`src/logic/pwa_pkg.sv`:
```
// Purpose: Constants for the group A prescale, width and status block
// Assumes: 16-bit registers on a plain strobe port
// Notes:   Offsets are word indices on the local register port
package pwa_pkg;
    localparam int          ADDR_W        = 4;
    localparam int          DATA_W        = 16;
    localparam int          CHAN_N        = 3;
    localparam int          CNT_W         = 16;
    // Register offsets
    localparam logic [3:0]  OFS_CSR0      = 4'h0;
    localparam logic [3:0]  OFS_CTRL      = 4'h1;
    localparam logic [3:0]  OFS_COUNT0    = 4'h2;
    localparam logic [3:0]  OFS_IRQ_STAT  = 4'h5;
    localparam logic [3:0]  OFS_IRQ_MASK  = 4'h6;
    // First register fields
    localparam int          PRE_LSB       = 0;
    localparam int          CKSRC_BIT     = 3;
    localparam int          WID_LSB       = 4;
    localparam int          LOADED_LSB    = 10;
    localparam int          ERR_LSB       = 13;
    // Second register fields
    localparam int          EN_LSB        = 0;
    localparam int          IE_LSB        = 3;
    localparam int          CAR_LSB       = 6;
    localparam int          POL_LSB       = 9;
    localparam int          EIE_BIT       = 15;
    localparam logic [15:0] CTRL_MASK     = 16'h8fff;
    // Reset values
    localparam logic [2:0]  PRE_RST       = 3'h0;
    localparam logic [2:0]  WID_RST       = 3'h0;
    localparam logic [2:0]  LOADED_RST    = 3'h7;
    localparam logic [15:0] CTRL_RST      = 16'h0000;
    localparam logic [15:0] COUNT_RST     = 16'h0000;
    // Interrupt status layout: loaded events 0-2, error events 3-5
    localparam int          IRQ_W         = 6;
endpackage : pwa_pkg

```
`src/logic/pwa_prescale_ctrl.sv`:
```
// Purpose: Shared prescaler, data width and channel status for PWM group A
// Assumes: Pins are asynchronous and synchronised here; single core clock
// Notes:   Channel counters included so loaded and error flags have a source
//
// Contract
// - Prescale field divides selected prescaler clock by two to its value.
// - Prescale field resets to zero, divide by one.
// - Source bit set selects core clock over two, clear selects pin.
// - Source bit resets to zero, external pin.
// - Width field 0 gives 16 bits, each step one less, 7 gives 9.
// - Width field resets to zero, 16 bits.
// - Count data stays left aligned; narrow widths use top bits.
// - Bits 7 to 9 of first register read zero.
// - Per channel loaded flag sets when count moves into buffer.
// - Loaded flag clears when software writes channel count.
// - Loaded flags are set after reset.
// - Error flag sets on carrier edge before compare match.
// - Error flag clears when channel disabled and on reset.
// - Second register is read write channel control; bits 12 to 14 read zero.
// - Enabled channel runs; disabled channel held in its reset state.
// - Internal carrier asserts at each counter wrap, set by width.
//
// The address map and the strobed register port are this design's own decisions.
`timescale 1ns/100ps
`default_nettype none
module pwa_prescale_ctrl
    import pwa_pkg::*;
#(
    parameter int NCH = pwa_pkg::CHAN_N
) (
    input  wire logic                        core_clk,
    input  wire logic                        rstn,
    input  wire logic                        softReset,
    input  wire logic [pwa_pkg::ADDR_W-1:0]  regAddr,
    input  wire logic [pwa_pkg::DATA_W-1:0]  regWdata,
    input  wire logic                        regWr,
    input  wire logic                        regRd,
    output logic      [pwa_pkg::DATA_W-1:0]  regRdata,
    input  wire logic                        groupAExtClockPin,
    input  wire logic [2:0]                  carrierPin,
    output logic      [2:0]                  pwmOut,
    output logic                             irq
);
    import pwa_pkg::*;

    // Left-aligned mask of the active top bits for a width code
    function automatic logic [CNT_W-1:0] widthMask(input logic [2:0] code);
        widthMask = 16'hffff << code;
    endfunction : widthMask

    // Increment step on the counter so the active field wraps at its width
    function automatic logic [CNT_W-1:0] widthStep(input logic [2:0] code);
        widthStep = 16'h0001 << code;
    endfunction : widthStep

    logic [2:0]        preSel_reg;
    logic              clkSrc_reg;
    logic [2:0]        widSel_reg;
    logic [2:0]        loaded_reg;
    logic [2:0]        err_reg;
    logic [15:0]       ctrl_reg;
    logic [15:0]       count_reg [3];
    logic [15:0]       buffer_reg [3];
    logic [15:0]       counter_reg [3];
    logic [2:0]        matched_reg;
    logic [2:0]        pwm_reg;
    logic [IRQ_W-1:0]  irqStat_reg;
    logic [IRQ_W-1:0]  irqMask_reg;
    logic              irq_reg;
    logic [15:0]       rdata_reg;
    logic [6:0]        preCnt_reg;
    logic              coreDiv_reg;
    logic [1:0]        extSync_reg;
    logic              extPrev_reg;
    logic [1:0]        carSync0_reg;
    logic [1:0]        carSync1_reg;
    logic [1:0]        carSync2_reg;
    logic [2:0]        carPrev_reg;

    logic              rstAll;
    logic              wrCsr0;
    logic              wrCtrl;
    logic              wrIrqStat;
    logic              wrIrqMask;
    logic [2:0]        wrCount;
    logic              anyEnabled;
    logic              srcEdge;
    logic [6:0]        preLimit;
    logic              tick;
    logic [2:0]        enBits;
    logic [2:0]        intCar;
    logic [2:0]        polBits;
    logic [2:0]        carSync;
    logic [2:0]        carEdge;
    logic [2:0]        carrier;
    logic [2:0]        transfer;
    logic [2:0]        errEvent;
    logic [15:0]       actMask;
    logic [15:0]       step;
    logic [15:0]       csr0Read;
    logic [15:0]       readMux;

    // Address decode and shared reset
    assign rstAll     = !rstn || softReset;
    assign wrCsr0     = regWr && (regAddr == OFS_CSR0);
    assign wrCtrl     = regWr && (regAddr == OFS_CTRL);
    assign wrIrqStat  = regWr && (regAddr == OFS_IRQ_STAT);
    assign wrIrqMask  = regWr && (regAddr == OFS_IRQ_MASK);
    assign enBits     = ctrl_reg[EN_LSB +: 3];
    assign intCar     = ctrl_reg[CAR_LSB +: 3];
    assign polBits    = ctrl_reg[POL_LSB +: 3];
    assign anyEnabled = |enBits;
    assign actMask    = widthMask(widSel_reg);
    assign step       = widthStep(widSel_reg);
    assign carSync    = {carSync2_reg[1], carSync1_reg[1], carSync0_reg[1]};

    // Per-channel write strobes to the count registers
    genvar g;
    generate
        for (g = 0; g < 3; g++) begin : gWr
            assign wrCount[g] = regWr && (regAddr == OFS_COUNT0 + 4'(g));
        end
    endgenerate

    // Prescaler source edge: core over two or synchronised pin rising edge
    assign srcEdge  = clkSrc_reg ? coreDiv_reg : (extSync_reg[1] && !extPrev_reg);
    assign preLimit = 7'(({1'b0, 7'h7f} >> (3'h7 - preSel_reg)));
    assign tick     = srcEdge && (preCnt_reg == preLimit);

    // Carrier edges and events per channel
    assign carEdge  = carSync & ~carPrev_reg;
    generate
        for (g = 0; g < 3; g++) begin : gCar
            assign carrier[g]  = intCar[g]
                ? (tick && ((counter_reg[g] | ~actMask) == 16'hffff))
                : carEdge[g];
            assign transfer[g] = enBits[g] && carrier[g];
            assign errEvent[g] = transfer[g] && !matched_reg[g] && pwm_reg[g]
                                 && (buffer_reg[g] != 16'h0000);
        end
    endgenerate

    // First register read image; bits 7-9 zero
    assign csr0Read = {err_reg, loaded_reg, 3'h0, widSel_reg, clkSrc_reg, preSel_reg};

    // Read selection
    assign readMux = (regAddr == OFS_CSR0)     ? csr0Read :
                     (regAddr == OFS_CTRL)     ? ctrl_reg :
                     (regAddr == OFS_COUNT0)   ? count_reg[0] :
                     (regAddr == OFS_COUNT0 + 4'h1) ? count_reg[1] :
                     (regAddr == OFS_COUNT0 + 4'h2) ? count_reg[2] :
                     (regAddr == OFS_IRQ_STAT) ? {10'h000, irqStat_reg} :
                     (regAddr == OFS_IRQ_MASK) ? {10'h000, irqMask_reg} : 16'h0000;

    // Pin synchronisers
    always_ff @(posedge core_clk) begin
        extSync_reg  <= {extSync_reg[0], groupAExtClockPin};
        carSync0_reg <= {carSync0_reg[0], carrierPin[0]};
        carSync1_reg <= {carSync1_reg[0], carrierPin[1]};
        carSync2_reg <= {carSync2_reg[0], carrierPin[2]};
        extPrev_reg  <= extSync_reg[1];
        carPrev_reg  <= carSync;
    end

    // Configuration fields of the first register
    always_ff @(posedge core_clk) begin
        if (rstAll) begin
            preSel_reg <= PRE_RST;
            clkSrc_reg <= 1'b0;
            widSel_reg <= WID_RST;
        end else if (wrCsr0) begin
            preSel_reg <= regWdata[PRE_LSB +: 3];
            clkSrc_reg <= regWdata[CKSRC_BIT];
            widSel_reg <= regWdata[WID_LSB +: 3];
        end
    end

    // Channel control register
    always_ff @(posedge core_clk) begin
        if (rstAll) begin
            ctrl_reg <= CTRL_RST;
        end else if (wrCtrl) begin
            ctrl_reg <= regWdata & CTRL_MASK;
        end
    end

    // Prescaler counter and core divide by two
    always_ff @(posedge core_clk) begin
        if (rstAll || !anyEnabled) begin
            preCnt_reg  <= 7'h00;
            coreDiv_reg <= 1'b0;
        end else begin
            coreDiv_reg <= !coreDiv_reg;
            if (srcEdge) begin
                preCnt_reg <= (preCnt_reg == preLimit) ? 7'h00 : preCnt_reg + 7'h01;
            end
        end
    end

    // Per-channel count, buffer, counter, compare and output
    generate
        for (g = 0; g < 3; g++) begin : gCh
            always_ff @(posedge core_clk) begin
                if (rstAll) begin
                    count_reg[g] <= COUNT_RST;
                end else if (wrCount[g]) begin
                    count_reg[g] <= regWdata;
                end
            end
            always_ff @(posedge core_clk) begin
                if (rstAll || !enBits[g]) begin
                    buffer_reg[g]  <= COUNT_RST;
                    counter_reg[g] <= COUNT_RST;
                    matched_reg[g] <= 1'b0;
                    pwm_reg[g]     <= 1'b0;
                end else if (transfer[g]) begin
                    buffer_reg[g]  <= count_reg[g] & actMask;
                    counter_reg[g] <= COUNT_RST;
                    matched_reg[g] <= 1'b0;
                    pwm_reg[g]     <= (count_reg[g] & actMask) != 16'h0000;
                end else if (tick) begin
                    counter_reg[g] <= counter_reg[g] + step;
                    if (((counter_reg[g] + step) & actMask) == buffer_reg[g]) begin
                        matched_reg[g] <= 1'b1;
                        pwm_reg[g]     <= 1'b0;
                    end
                end
            end
        end
    endgenerate

    // Status flags: hardware set wins over the clear
    always_ff @(posedge core_clk) begin
        if (rstAll) begin
            loaded_reg <= LOADED_RST;
            err_reg    <= 3'h0;
        end else begin
            loaded_reg <= transfer | (loaded_reg & ~wrCount);
            err_reg    <= errEvent | (err_reg & enBits);
        end
    end

    // Interrupt status, mask and output
    always_ff @(posedge core_clk) begin
        if (rstAll) begin
            irqStat_reg <= '0;
            irqMask_reg <= '0;
            irq_reg     <= 1'b0;
        end else begin
            irqStat_reg <= {errEvent, transfer}
                           | (irqStat_reg & ~(wrIrqStat ? regWdata[IRQ_W-1:0] : 6'h00));
            if (wrIrqMask) begin
                irqMask_reg <= regWdata[IRQ_W-1:0];
            end
            irq_reg <= |(irqStat_reg & irqMask_reg);
        end
    end

    // Read data one cycle after the strobe, outputs with polarity
    always_ff @(posedge core_clk) begin
        if (!rstn) begin
            rdata_reg <= 16'h0000;
            pwmOut    <= 3'h7;
        end else begin
            rdata_reg <= regRd ? readMux : 16'h0000;
            pwmOut    <= ~(pwm_reg ^ polBits);
        end
    end

    assign regRdata = rdata_reg;
    assign irq      = irq_reg;
endmodule : pwa_prescale_ctrl
`default_nettype wire

```
`config.mk`:
```
export PLATFORM = sky130hd
export DESIGN_NAME = pwa_prescale_ctrl
export DESIGN_NICKNAME = d
export VERILOG_FILES = /design/src/logic/pwa_pkg.sv /design/src/logic/pwa_prescale_ctrl.sv
export SDC_FILE = /design/constraint.sdc
export NUM_CORES = 1
export LEC_CHECK = 0
export BUFFER_PORTS_ARGS = -buffer_cell sky130_fd_sc_hd__buf_2
export CORE_ASPECT_RATIO = 1.5
export CORE_MARGIN = 3
export CORE_UTILIZATION = 60
export DETAILED_ROUTE_END_ITERATION = 16
export GPL_ROUTABILITY_DRIVEN = 0
export GPL_TIMING_DRIVEN = 0
export PLACE_DENSITY = 0.8
export RECOVER_POWER = 100
export REMOVE_ABC_BUFFERS = 1
export SYNTH_ARGS = -nofsm -noshare
export SYNTH_HDL_FRONTEND = slang
export SYNTH_SLANG_ARGS = --single-unit
```
`constraint.sdc`:
```
create_clock -name core_clk -period 8.8 [get_ports core_clk]
set_input_delay 1.32 -clock core_clk [delete_from_list [all_inputs] [get_ports core_clk]]
set_output_delay 1.32 -clock core_clk [all_outputs]
set_load 0.02 [all_outputs]
```
# After elaboration in Yosys (flattened, before gate mapping)
# Memory sizes are Yosys's and may differ from the RTL's.
# Cells that the tools add are included.
# word_totals
ram_bits,144
reg_bits,84
out_inout_bits,20
n_memories,3
word_cells,222
latch_bits,0
rom_bits,0
in_bits,29
# classes
shift,3
n_reduce_logical,65
mul,0
n_eq_ne,13
addsub,5
div,0
n_bitwise,37
magnitude_cmp,0
n_mux,70
# memory_table
name,words,word_bits,rd,rd_clocked_by_memory_dff,write_ports,line_no,source
buffer_reg,3,16,3,0,3,pwa_prescale_ctrl.sv:63,logic [15:0] buffer_reg [3];
count_reg,3,16,3,0,3,pwa_prescale_ctrl.sv:62,logic [15:0] count_reg [3];
counter_reg,3,16,3,0,3,pwa_prescale_ctrl.sv:64,logic [15:0] counter_reg [3];
# op_table
cell,n
2-to-1 mux 16 bit,17
AND 16 bit,6
nonzero test 16 bit,6
2-to-1 mux 1 bit,49
adder 16 bit,3
== test 16 bit,3
== test 16 bit (second input constant),3
bitwise OR 16 bit,3
logical AND 1 bit,24
2-to-1 mux 6 bit,3
inverter 16 bit,1
<< shifter 1 x 3 -> 16 bit (first input constant),1
<< shifter 16 x 3 -> 16 bit (first input constant),1
AND reduction 2 bit,7
AND 6 bit,2
== test 4 x 3 -> 1 bit (second input constant),3
bitwise OR 1 bit,12
nonzero test 2 bit,6
zero test 1 bit,10
AND 3 bit,3
inverter 3 bit,3
== test 4 x 2 -> 1 bit (second input constant),2
adder 7 x 1 -> 7 bit (second input constant),1
== test 7 bit,1
other kinds (14),23

# Longest topological paths before layout
# Gate-level depths: netlist (run 1).
# logic_depth
word_depth,12
depth_mapped,18
ltp_nobuf,13

# Worst setup path before layout (run 1)
# Ideal clock, no wire load.
# synth_path
kind,reg-to-reg
start,register widSel_reg[2]
end,register pwm_reg[1]
required_time_ps,8671
setup_time_ps,129
path_slack_ps,4241
arrival_ps,4430
synth_period_minus_slack_ps,4559
stages_incl_launch_ff,19
n_path_buf,6
cell_sequence,dfxtp_1 -> buf_2 -> buf_4 -> clkbuf_1 -> clkbuf_1 -> clkbuf_1 -> nor3_1 -> ha_1 -> ha_1 -> clkbuf_1 -> xor2_1 -> mux2_2 -> o22ai_1 -> or4b_1 -> a21o_1 -> o311a_1 -> a211o_1 -> nor4_1 -> o31ai_1
# synth_via
elab_chain_cells,9
word_cells_on_any_way,17
classes_between,1 x add/sub; 2 x eq/ne; 2 x shift; 2 x mux; 4 x bitwise; 6 x reduce/logical
# synth_rtl
item,line_no,source
start: declaration,pwa_prescale_ctrl.sv:58,logic [2:0] widSel_reg;
start signal: assignment,pwa_prescale_ctrl.sv:174,widSel_reg <= regWdata[WID_LSB +: 3];
branches (longest 9 deep; another with adder 16 bit),n/a,
end signal: indexed assignment,pwa_prescale_ctrl.sv:215,pwm_reg[g] <= 1'b0;
end signal: indexed assignment,pwa_prescale_ctrl.sv:220,pwm_reg[g] <= (count_reg[g] & actMask) != 16'h0000;
end signal: indexed assignment,pwa_prescale_ctrl.sv:225,pwm_reg[g] <= 1'b0;
end: declaration,pwa_prescale_ctrl.sv:66,logic [2:0] pwm_reg;
# Several ways; the timed one is not identified.
# A chain may end at the register's enable or synchronous reset.

==> results of run 1 <==
==> cell families (layout without fill, tap and decap cells) <==
group | count (synthesis) | after routing | synth area share (%)
flops | 228 | 228 | 45.25
compound gates | 320 | 320 | 16.04
buf+inv | 120 | 117 | 3.922
simple gates | 592 | 592 | 23.69
fa+ha+maj | 20 | 20 | 1.867
xor+xnor | 90 | 90 | 6.684
mux | 33 | 33 | 2.545
==> power breakdown <==
group,internal [W],switching [W],total [W],leakage (nW)
combinational,0.0000222,0.0000490,0.0000712,2.28
sequential,0.00115,0.0000214,0.00117,2.39
clock,0.000589,0.000417,0.00101,0.394
==> placed cells by master (no fill, tap or decap), types with 19 or more instances in the layout <==
cell type | Yosys | final
inv_1 | 24 | 24
nand3_1 | 42 | 42
nand2_1 | 131 | 131
nand2b_1 | 19 | 19
nand4_1 | 22 | 22
clkbuf_1 | 75 | 25
and2_1 | 73 | 32
buf_2 | 9 | 25
nor2_1 | 118 | 118
o21ai_0 | 46 | 50
xnor2_1 | 43 | 43
mux2i_1 | 27 | 27
a22oi_1 | 21 | 21
nor3_1 | 25 | 25
ha_1 | 19 | 19
edfxtp_1 | 144 | 144
and2_0 | 0 | 41
clkbuf_16 | 0 | 26
dfxtp_1 | 84 | 82
nor4_1 | 20 | 20
a21oi_1 | 95 | 95
and3_1 | 47 | 47
xor2_1 | 39 | 39
==> layout make-up <==
cell class / instances / area (µm²)
clock buffers: 29 / 691.9
clock inverters: 10 / 91.34
fillers: 1709 / 7468
inverters: 26 / 97.59
multi-input cells: 1055 / 6754
flip-flops and latches: 228 / 6008
well taps: 272 / 340.3
repair buffers: 52 / 266.5
==> worst max-delay path by stage <==
stage          slack (ps)                                to  cells after the start                       start
6_report             2380  counter_reg[0][12]$_SDFFCE_PN0P_                     10  widSel_reg[2]$_SDFFE_PP0P_
5_1_grt              2100   counter_reg[0][2]$_SDFFCE_PN0P_                     10  widSel_reg[2]$_SDFFE_PP0P_
4_1_cts              3830   counter_reg[1][3]$_SDFFCE_PN0P_                      8  widSel_reg[2]$_SDFFE_PP0P_
3_5_place_dp         3850   counter_reg[1][2]$_SDFFCE_PN0P_                      8  widSel_reg[2]$_SDFFE_PP0P_
3_3_place_gp         2750   counter_reg[1][2]$_SDFFCE_PN0P_                      8  widSel_reg[1]$_SDFFE_PP0P_
2_1_floorplan        4700   counter_reg[1][0]$_SDFFCE_PN0P_                      8  widSel_reg[1]$_SDFFE_PP0P_
==> metal layers <==
metal  GRT usage (%)  up-vias  routed length [µm]
li1                -     5125                   -
met1           37.11     5279               13630
met2           50.81      566               18130
met3           3.705      152                2516
met4           18.37        0                2640
met5               0        -                   0
==> through the flow <==
stage               area, µm²  power (W)  worst slack (ps)  hold slack, ps
finish                  14250   0.002244              2385           329.2
detailed placement      13530   0.001258              3846           315.0
CTS                     14310   0.002248              3833           334.8
global route            14250   0.002297              2103           341.6
global placement        13430   0.001253              2750           312.5
floorplan               12850   0.001212              4703           309.6
==> metrics.txt, run 1 <==
Hold Path End=carSync2_reg[1]$_DFF_P_; setup bufs post-CTS=0; flops & latches, synth=228; number of diodes=0; Register-to-Register Path Depth=10; largest net degree at the start of global routing=53; Iter 0 DRT Violations=1270; Final Util=65.61%; via count=11120; leakage=5.066 nW; most frequent cell after synthesis=edfxtp_1; status=complete, but fails checks; element type at the critical path end=flip-flop; Worst EP arrival=6780 ps; htree depth=1; Slew Limit Headroom=-18.55%; largest cells by area after synthesis=edfxtp_1 (33%), dfxtp_1 (13%), nand2_1 (3.7%); Max stage delay on crit path=1580 ps; Routed Antenna Nets=0; Core ar.=21720 µm²; root buffer cell=clkbuf_16; Synth top area share=32.58%; Final Hold Viols=0; Placed Instances=1633; Yosys top cell by area=edfxtp_1; slowest CP cell=nor3_1; Worst-path clk slew=70 ps; WP buf/inv=0; worst IR drop on VDD=0.0001884 V; Pins Over Slew Limit=91; initial core utilization=61.11%; Final Cycle Share=72.90%; failing checks=capacitance limit, slew limit; final std cells w/o fill=1672; Via density=6.652; Synth Flop Type=edfxtp_1; Worst Max-Slew Pin Slew=1776 ps; Post-Syn Area=13270 µm²; TritonCTS clock tree=built; Yosys warning total=0; Cell Chain, Critical Path=nor3_1 -> ha_1 -> nand4b_1 -> nor3_1 -> o2111ai_1 -> nor2_1 -> o21ai_0 -> nand3_1 -> or2_0 -> nor2_1; first-pass GRT wire length=57660 µm; std cell rows=66; hold crit path type=reg2reg; FMAX=155.9 MHz; Nets=1433; number of synthesized flops with an enable pin=144; fraction of final layout cells sized beyond drive strength 1=7.143%; critical path peak fanout=46; Clock Sink Count=228; FF-to-FF Start=widSel_reg[2]$_SDFFE_PP0P_; Routed wire per std cell=22.08 µm; Final min period=6415 ps; DR DRC count=0; RSZ-0062 raised after global routing=no; nature of the critical path startpoint=flip-flop; Ports=49; initial antenna violation count=0; GRT Util Overall=30.35%; worst path required time=9160 ps; post-DP HPWL=26480 µm; Netlist cell types=94; Die Span Y=188.2 µm; average size of a mapped cell=9.460 µm²; port bufs=48; clock buffer count from CTS=22; Critical R2R Capture=counter_reg[0][12]$_SDFFCE_PN0P_; vias in the first global route=10540; Bufs on Longest Clock Path=3; Crit path max-delay family=simple AND/OR/NAND/NOR gates; Setup CP Type=reg2reg; setup_tns=0 ps; Die X=127.4 µm; post-CTS resize count=0; routed wire length=36910 µm; Die Area=23980 µm²; synth cell count leaders=edfxtp_1 (144), nand2_1 (131), nor2_1 (118); clock skew=14.57 ps; Synth async-reset ratio=0%; WHS Path Cells=0; total gr overflow=0; P&R area growth vs syn=7.362%; Synth Instances=1403; Detailed Routing Iterations Pass 1=6; Skew-Pair Late Insertion Delay=510 ps; Max Cap Violations=3; Final Setup Violations=0; Hold Startpoint=carSync2_reg[0]$_DFF_P_; R2R Setup Slk=2380 ps; register area share after synthesis=45.25%; Power Dens Cells=157.5 nW/µm²; Hold-fix buffers, CTS=0
(Power assumes the default switching activity.)
==> run 2: changes to the inputs <==
--- a/config.mk
+++ b/config.mk
@@ -8,11 +8,11 @@
 export BUFFER_PORTS_ARGS = -buffer_cell sky130_fd_sc_hd__buf_2
 export CORE_ASPECT_RATIO = 1.5
 export CORE_MARGIN = 3
-export CORE_UTILIZATION = 60
+export CORE_UTILIZATION = 57
 export DETAILED_ROUTE_END_ITERATION = 16
 export GPL_ROUTABILITY_DRIVEN = 0
 export GPL_TIMING_DRIVEN = 0
-export PLACE_DENSITY = 0.8
+export PLACE_DENSITY = 0.79
 export RECOVER_POWER = 100
 export REMOVE_ABC_BUFFERS = 1
 export SYNTH_ARGS = -nofsm -noshare
==> constraint.sdc (replaced) <==
create_clock -name core_clk -period 5.6 [get_ports core_clk]
set_input_delay 0.84 -clock core_clk [delete_from_list [all_inputs] [get_ports core_clk]]
set_output_delay 0.84 -clock core_clk [all_outputs]
set_load 0.02 [all_outputs]
==> metrics.txt, run 2 (synthesis results as in run 1) <==
leakage=5.047 nW (-0.37%); Final Util=62.81% (-2.8 points); Detailed Routing Iterations Pass 1=6 (unchanged); routed wire length=36410 µm (-1.4%); Crit path depth=8 (-2); Reg power frac=52.5% (+0.5 points); placed standard-cell area=13540 µm² (about the same); Worst EP arrival=5240 ps (-1540 ps); Final Hold Viols=0 (unchanged); worst path required time=5730 ps (-3430 ps); Clock power frac=44.3% (-0.5 points); first-pass GRT wire length=56280 µm (-2.4%); switching share of power=21.56% (-0.18 points); std cell rows=67 (+1.5%); Power Dens Cells=245.5 nW/µm² (+56%); commonest non-fill, non-tap cells in the layout=edfxtp_1 (144), nand2_1 (131), nor2_1 (119), a21oi_1 (95), dfxtp_1 (81); htree depth=1 (unchanged); initial core utilization=58.64% (-2.5 points); via count=10970 (-1.3%); initial antenna violation count=0 (unchanged); setup_tns=0 ps (unchanged); GRT Util Overall=28.73% (-1.6 points); Cell Chain, Critical Path=nor3_2 -> ha_1 -> nand4b_1 -> a2111oi_0 -> nor3b_1 -> o21a_1 -> nand3b_1 -> nand2b_1; post-DP HPWL=26430 µm (-0.16%); Skew-Pair Late Insertion Delay=510 ps (about the same); Clock Sink Count=228 (unchanged); Max Cap Violations=1 (-2); Hold-fix buffers, CTS=0 (unchanged); WP buf/inv=0 (unchanged); Setup CP Type=reg2reg; Final min period=5109 ps (-1306 ps); Die X=130.6 µm (+2.5%); post-CTS resize count=0 (unchanged); worst IR drop on VDD=0.0003252 V (+73%); Ports=49 (unchanged); CP endpoint=counter_reg[1][3]$_SDFFCE_PN0P_; final instance area=14220 µm² (-0.24%); clock skew=11.02 ps (-3.555 ps); hold crit path type=reg2reg; switching pwr=0.0007525 W (+54%); clock buffer count from CTS=22 (unchanged); Register-to-Register Path Depth=8 (-2); P&R area growth vs syn=7.108%; final worst slack=490.7 ps (-1894 ps); Worst Setup SP=widSel_reg[2]$_SDFFE_PP0P_; Final Setup Violations=0 (unchanged); Final Cycle Share=91.24% (+18 points); Bufs on Longest Clock Path=3 (unchanged); RSZ-0062 raised after global routing=no; failing checks=capacitance limit, slew limit; root buffer cell=clkbuf_16; Die Area=25190 µm² (+5.1%); DR DRC count=0 (unchanged); most common cell after layout, fill and taps aside=edfxtp_1; nature of the critical path startpoint=flip-flop; fraction of final layout cells sized beyond drive strength 1=6.924% (-0.22 points); critical path peak fanout=46 (unchanged); TritonCTS clock tree=built; Die Span Y=192.9 µm (+2.5%); Iter 0 DRT Violations=1232 (-3.0%); Worst-path clk slew=60 ps (about the same); Core ar.=22630 µm² (+4.2%); Worst Max-Slew Pin Slew=1521 ps (-254.4 ps); Max stage delay on crit path=970 ps (-610 ps); Pins Over Slew Limit=36 (-60%); FMAX=195.7 MHz (+26%); vias in the first global route=10370 (-1.7%); Critical R2R Capture=counter_reg[1][3]$_SDFFCE_PN0P_; slowest CP cell=dfxtp_2; R2R Setup Slk=490 ps (-1890 ps); total gr overflow=0 (unchanged); DP Worst Slack=647.2 ps (-3199 ps); largest net degree at the start of global routing=53 (unchanged); status=complete, but fails checks; element type at the critical path end=flip-flop; Routed Antenna Nets=0 (unchanged); Via density=6.544 (-1.6%); setup bufs post-CTS=0 (unchanged); Comb pwr share=3.2% (about the same); port bufs=48 (unchanged); Routed wire per std cell=21.71 µm (-1.7%); Nets=1433 (unchanged); Slew Limit Headroom=-1.423% (+17 points); FF-to-FF Start=widSel_reg[2]$_SDFFE_PP0P_; Crit path max-delay family=simple AND/OR/NAND/NOR gates; number of diodes=0 (unchanged); internal power=0.002738 W (+56%)
run 2: how the worst min path moves through the flow:
stage / start / end / cells after the start
CTS: carSync2_reg[0]$_DFF_P_ / carSync2_reg[1]$_DFF_P_ / 0
global route: carSync2_reg[0]$_DFF_P_ / carSync2_reg[1]$_DFF_P_ / 0
finish: carSync2_reg[0]$_DFF_P_ / carSync2_reg[1]$_DFF_P_ / 0
floorplan: carSync0_reg[0]$_DFF_P_ / carSync0_reg[1]$_DFF_P_ / 0
detailed placement: carSync2_reg[0]$_DFF_P_ / carSync2_reg[1]$_DFF_P_ / 0
global placement: carSync0_reg[0]$_DFF_P_ / carSync0_reg[1]$_DFF_P_ / 0
run 2: power groups by stage:
stage / Clock [W] / Sequential (W) / Combinational (W)
4_1_cts: 0.00156 / 0.00183 / 0.000111
5_1_grt: 0.00163 / 0.00183 / 0.000118
3_5_place_dp: 0 / 0.00187 / 0.000110
2_1_floorplan: 0 / 0.00185 / 0.0000540
3_3_place_gp: 0 / 0.00187 / 0.000103
6_report: 0.00155 / 0.00183 / 0.000111
run 2: final cells by class:
class | instances | area, µm²
multi-input combinational | 1055 | 6738
fill | 1851 | 8418
inverter | 26 | 97.59
clock buffer | 33 | 686.9
clock inverter | 7 | 71.32
timing repair buffer | 52 | 267.8
tap | 276 | 345.3
sequential | 228 | 6010
run 2: metrics by stage:
stage | power, W | hold WS, ps | std cells
global route | 0.003578 | 343.3 | 1677
global placement | 0.001970 | 311.3 | 1633
detailed placement | 0.001976 | 319.6 | 1637
floorplan | 0.001905 | 309.6 | 1309
finish | 0.003490 | 333.2 | 1677
CTS | 0.003500 | 333.6 | 1677
run 2: metal layers:
layer	up-vias	part of all wire [%]	wire length, µm	GRT usage (%)
met4	0	7.3	2655	17.30
li1	5126	-	-	-
met1	5180	37	13490	34.49
met2	516	49	17800	48.90
met3	152	6.8	2464	3.240
met5	-	0	0	0
run 2: worst register-to-register path, stage by stage (launching register included):
cell	delay, ps
dfxtp_2	970
nor3_2	410
ha_1	300
nand4b_1	170
a2111oi_0	540
nor3b_1	330
o21a_1	560
nand3b_1	670
nand2b_1	790
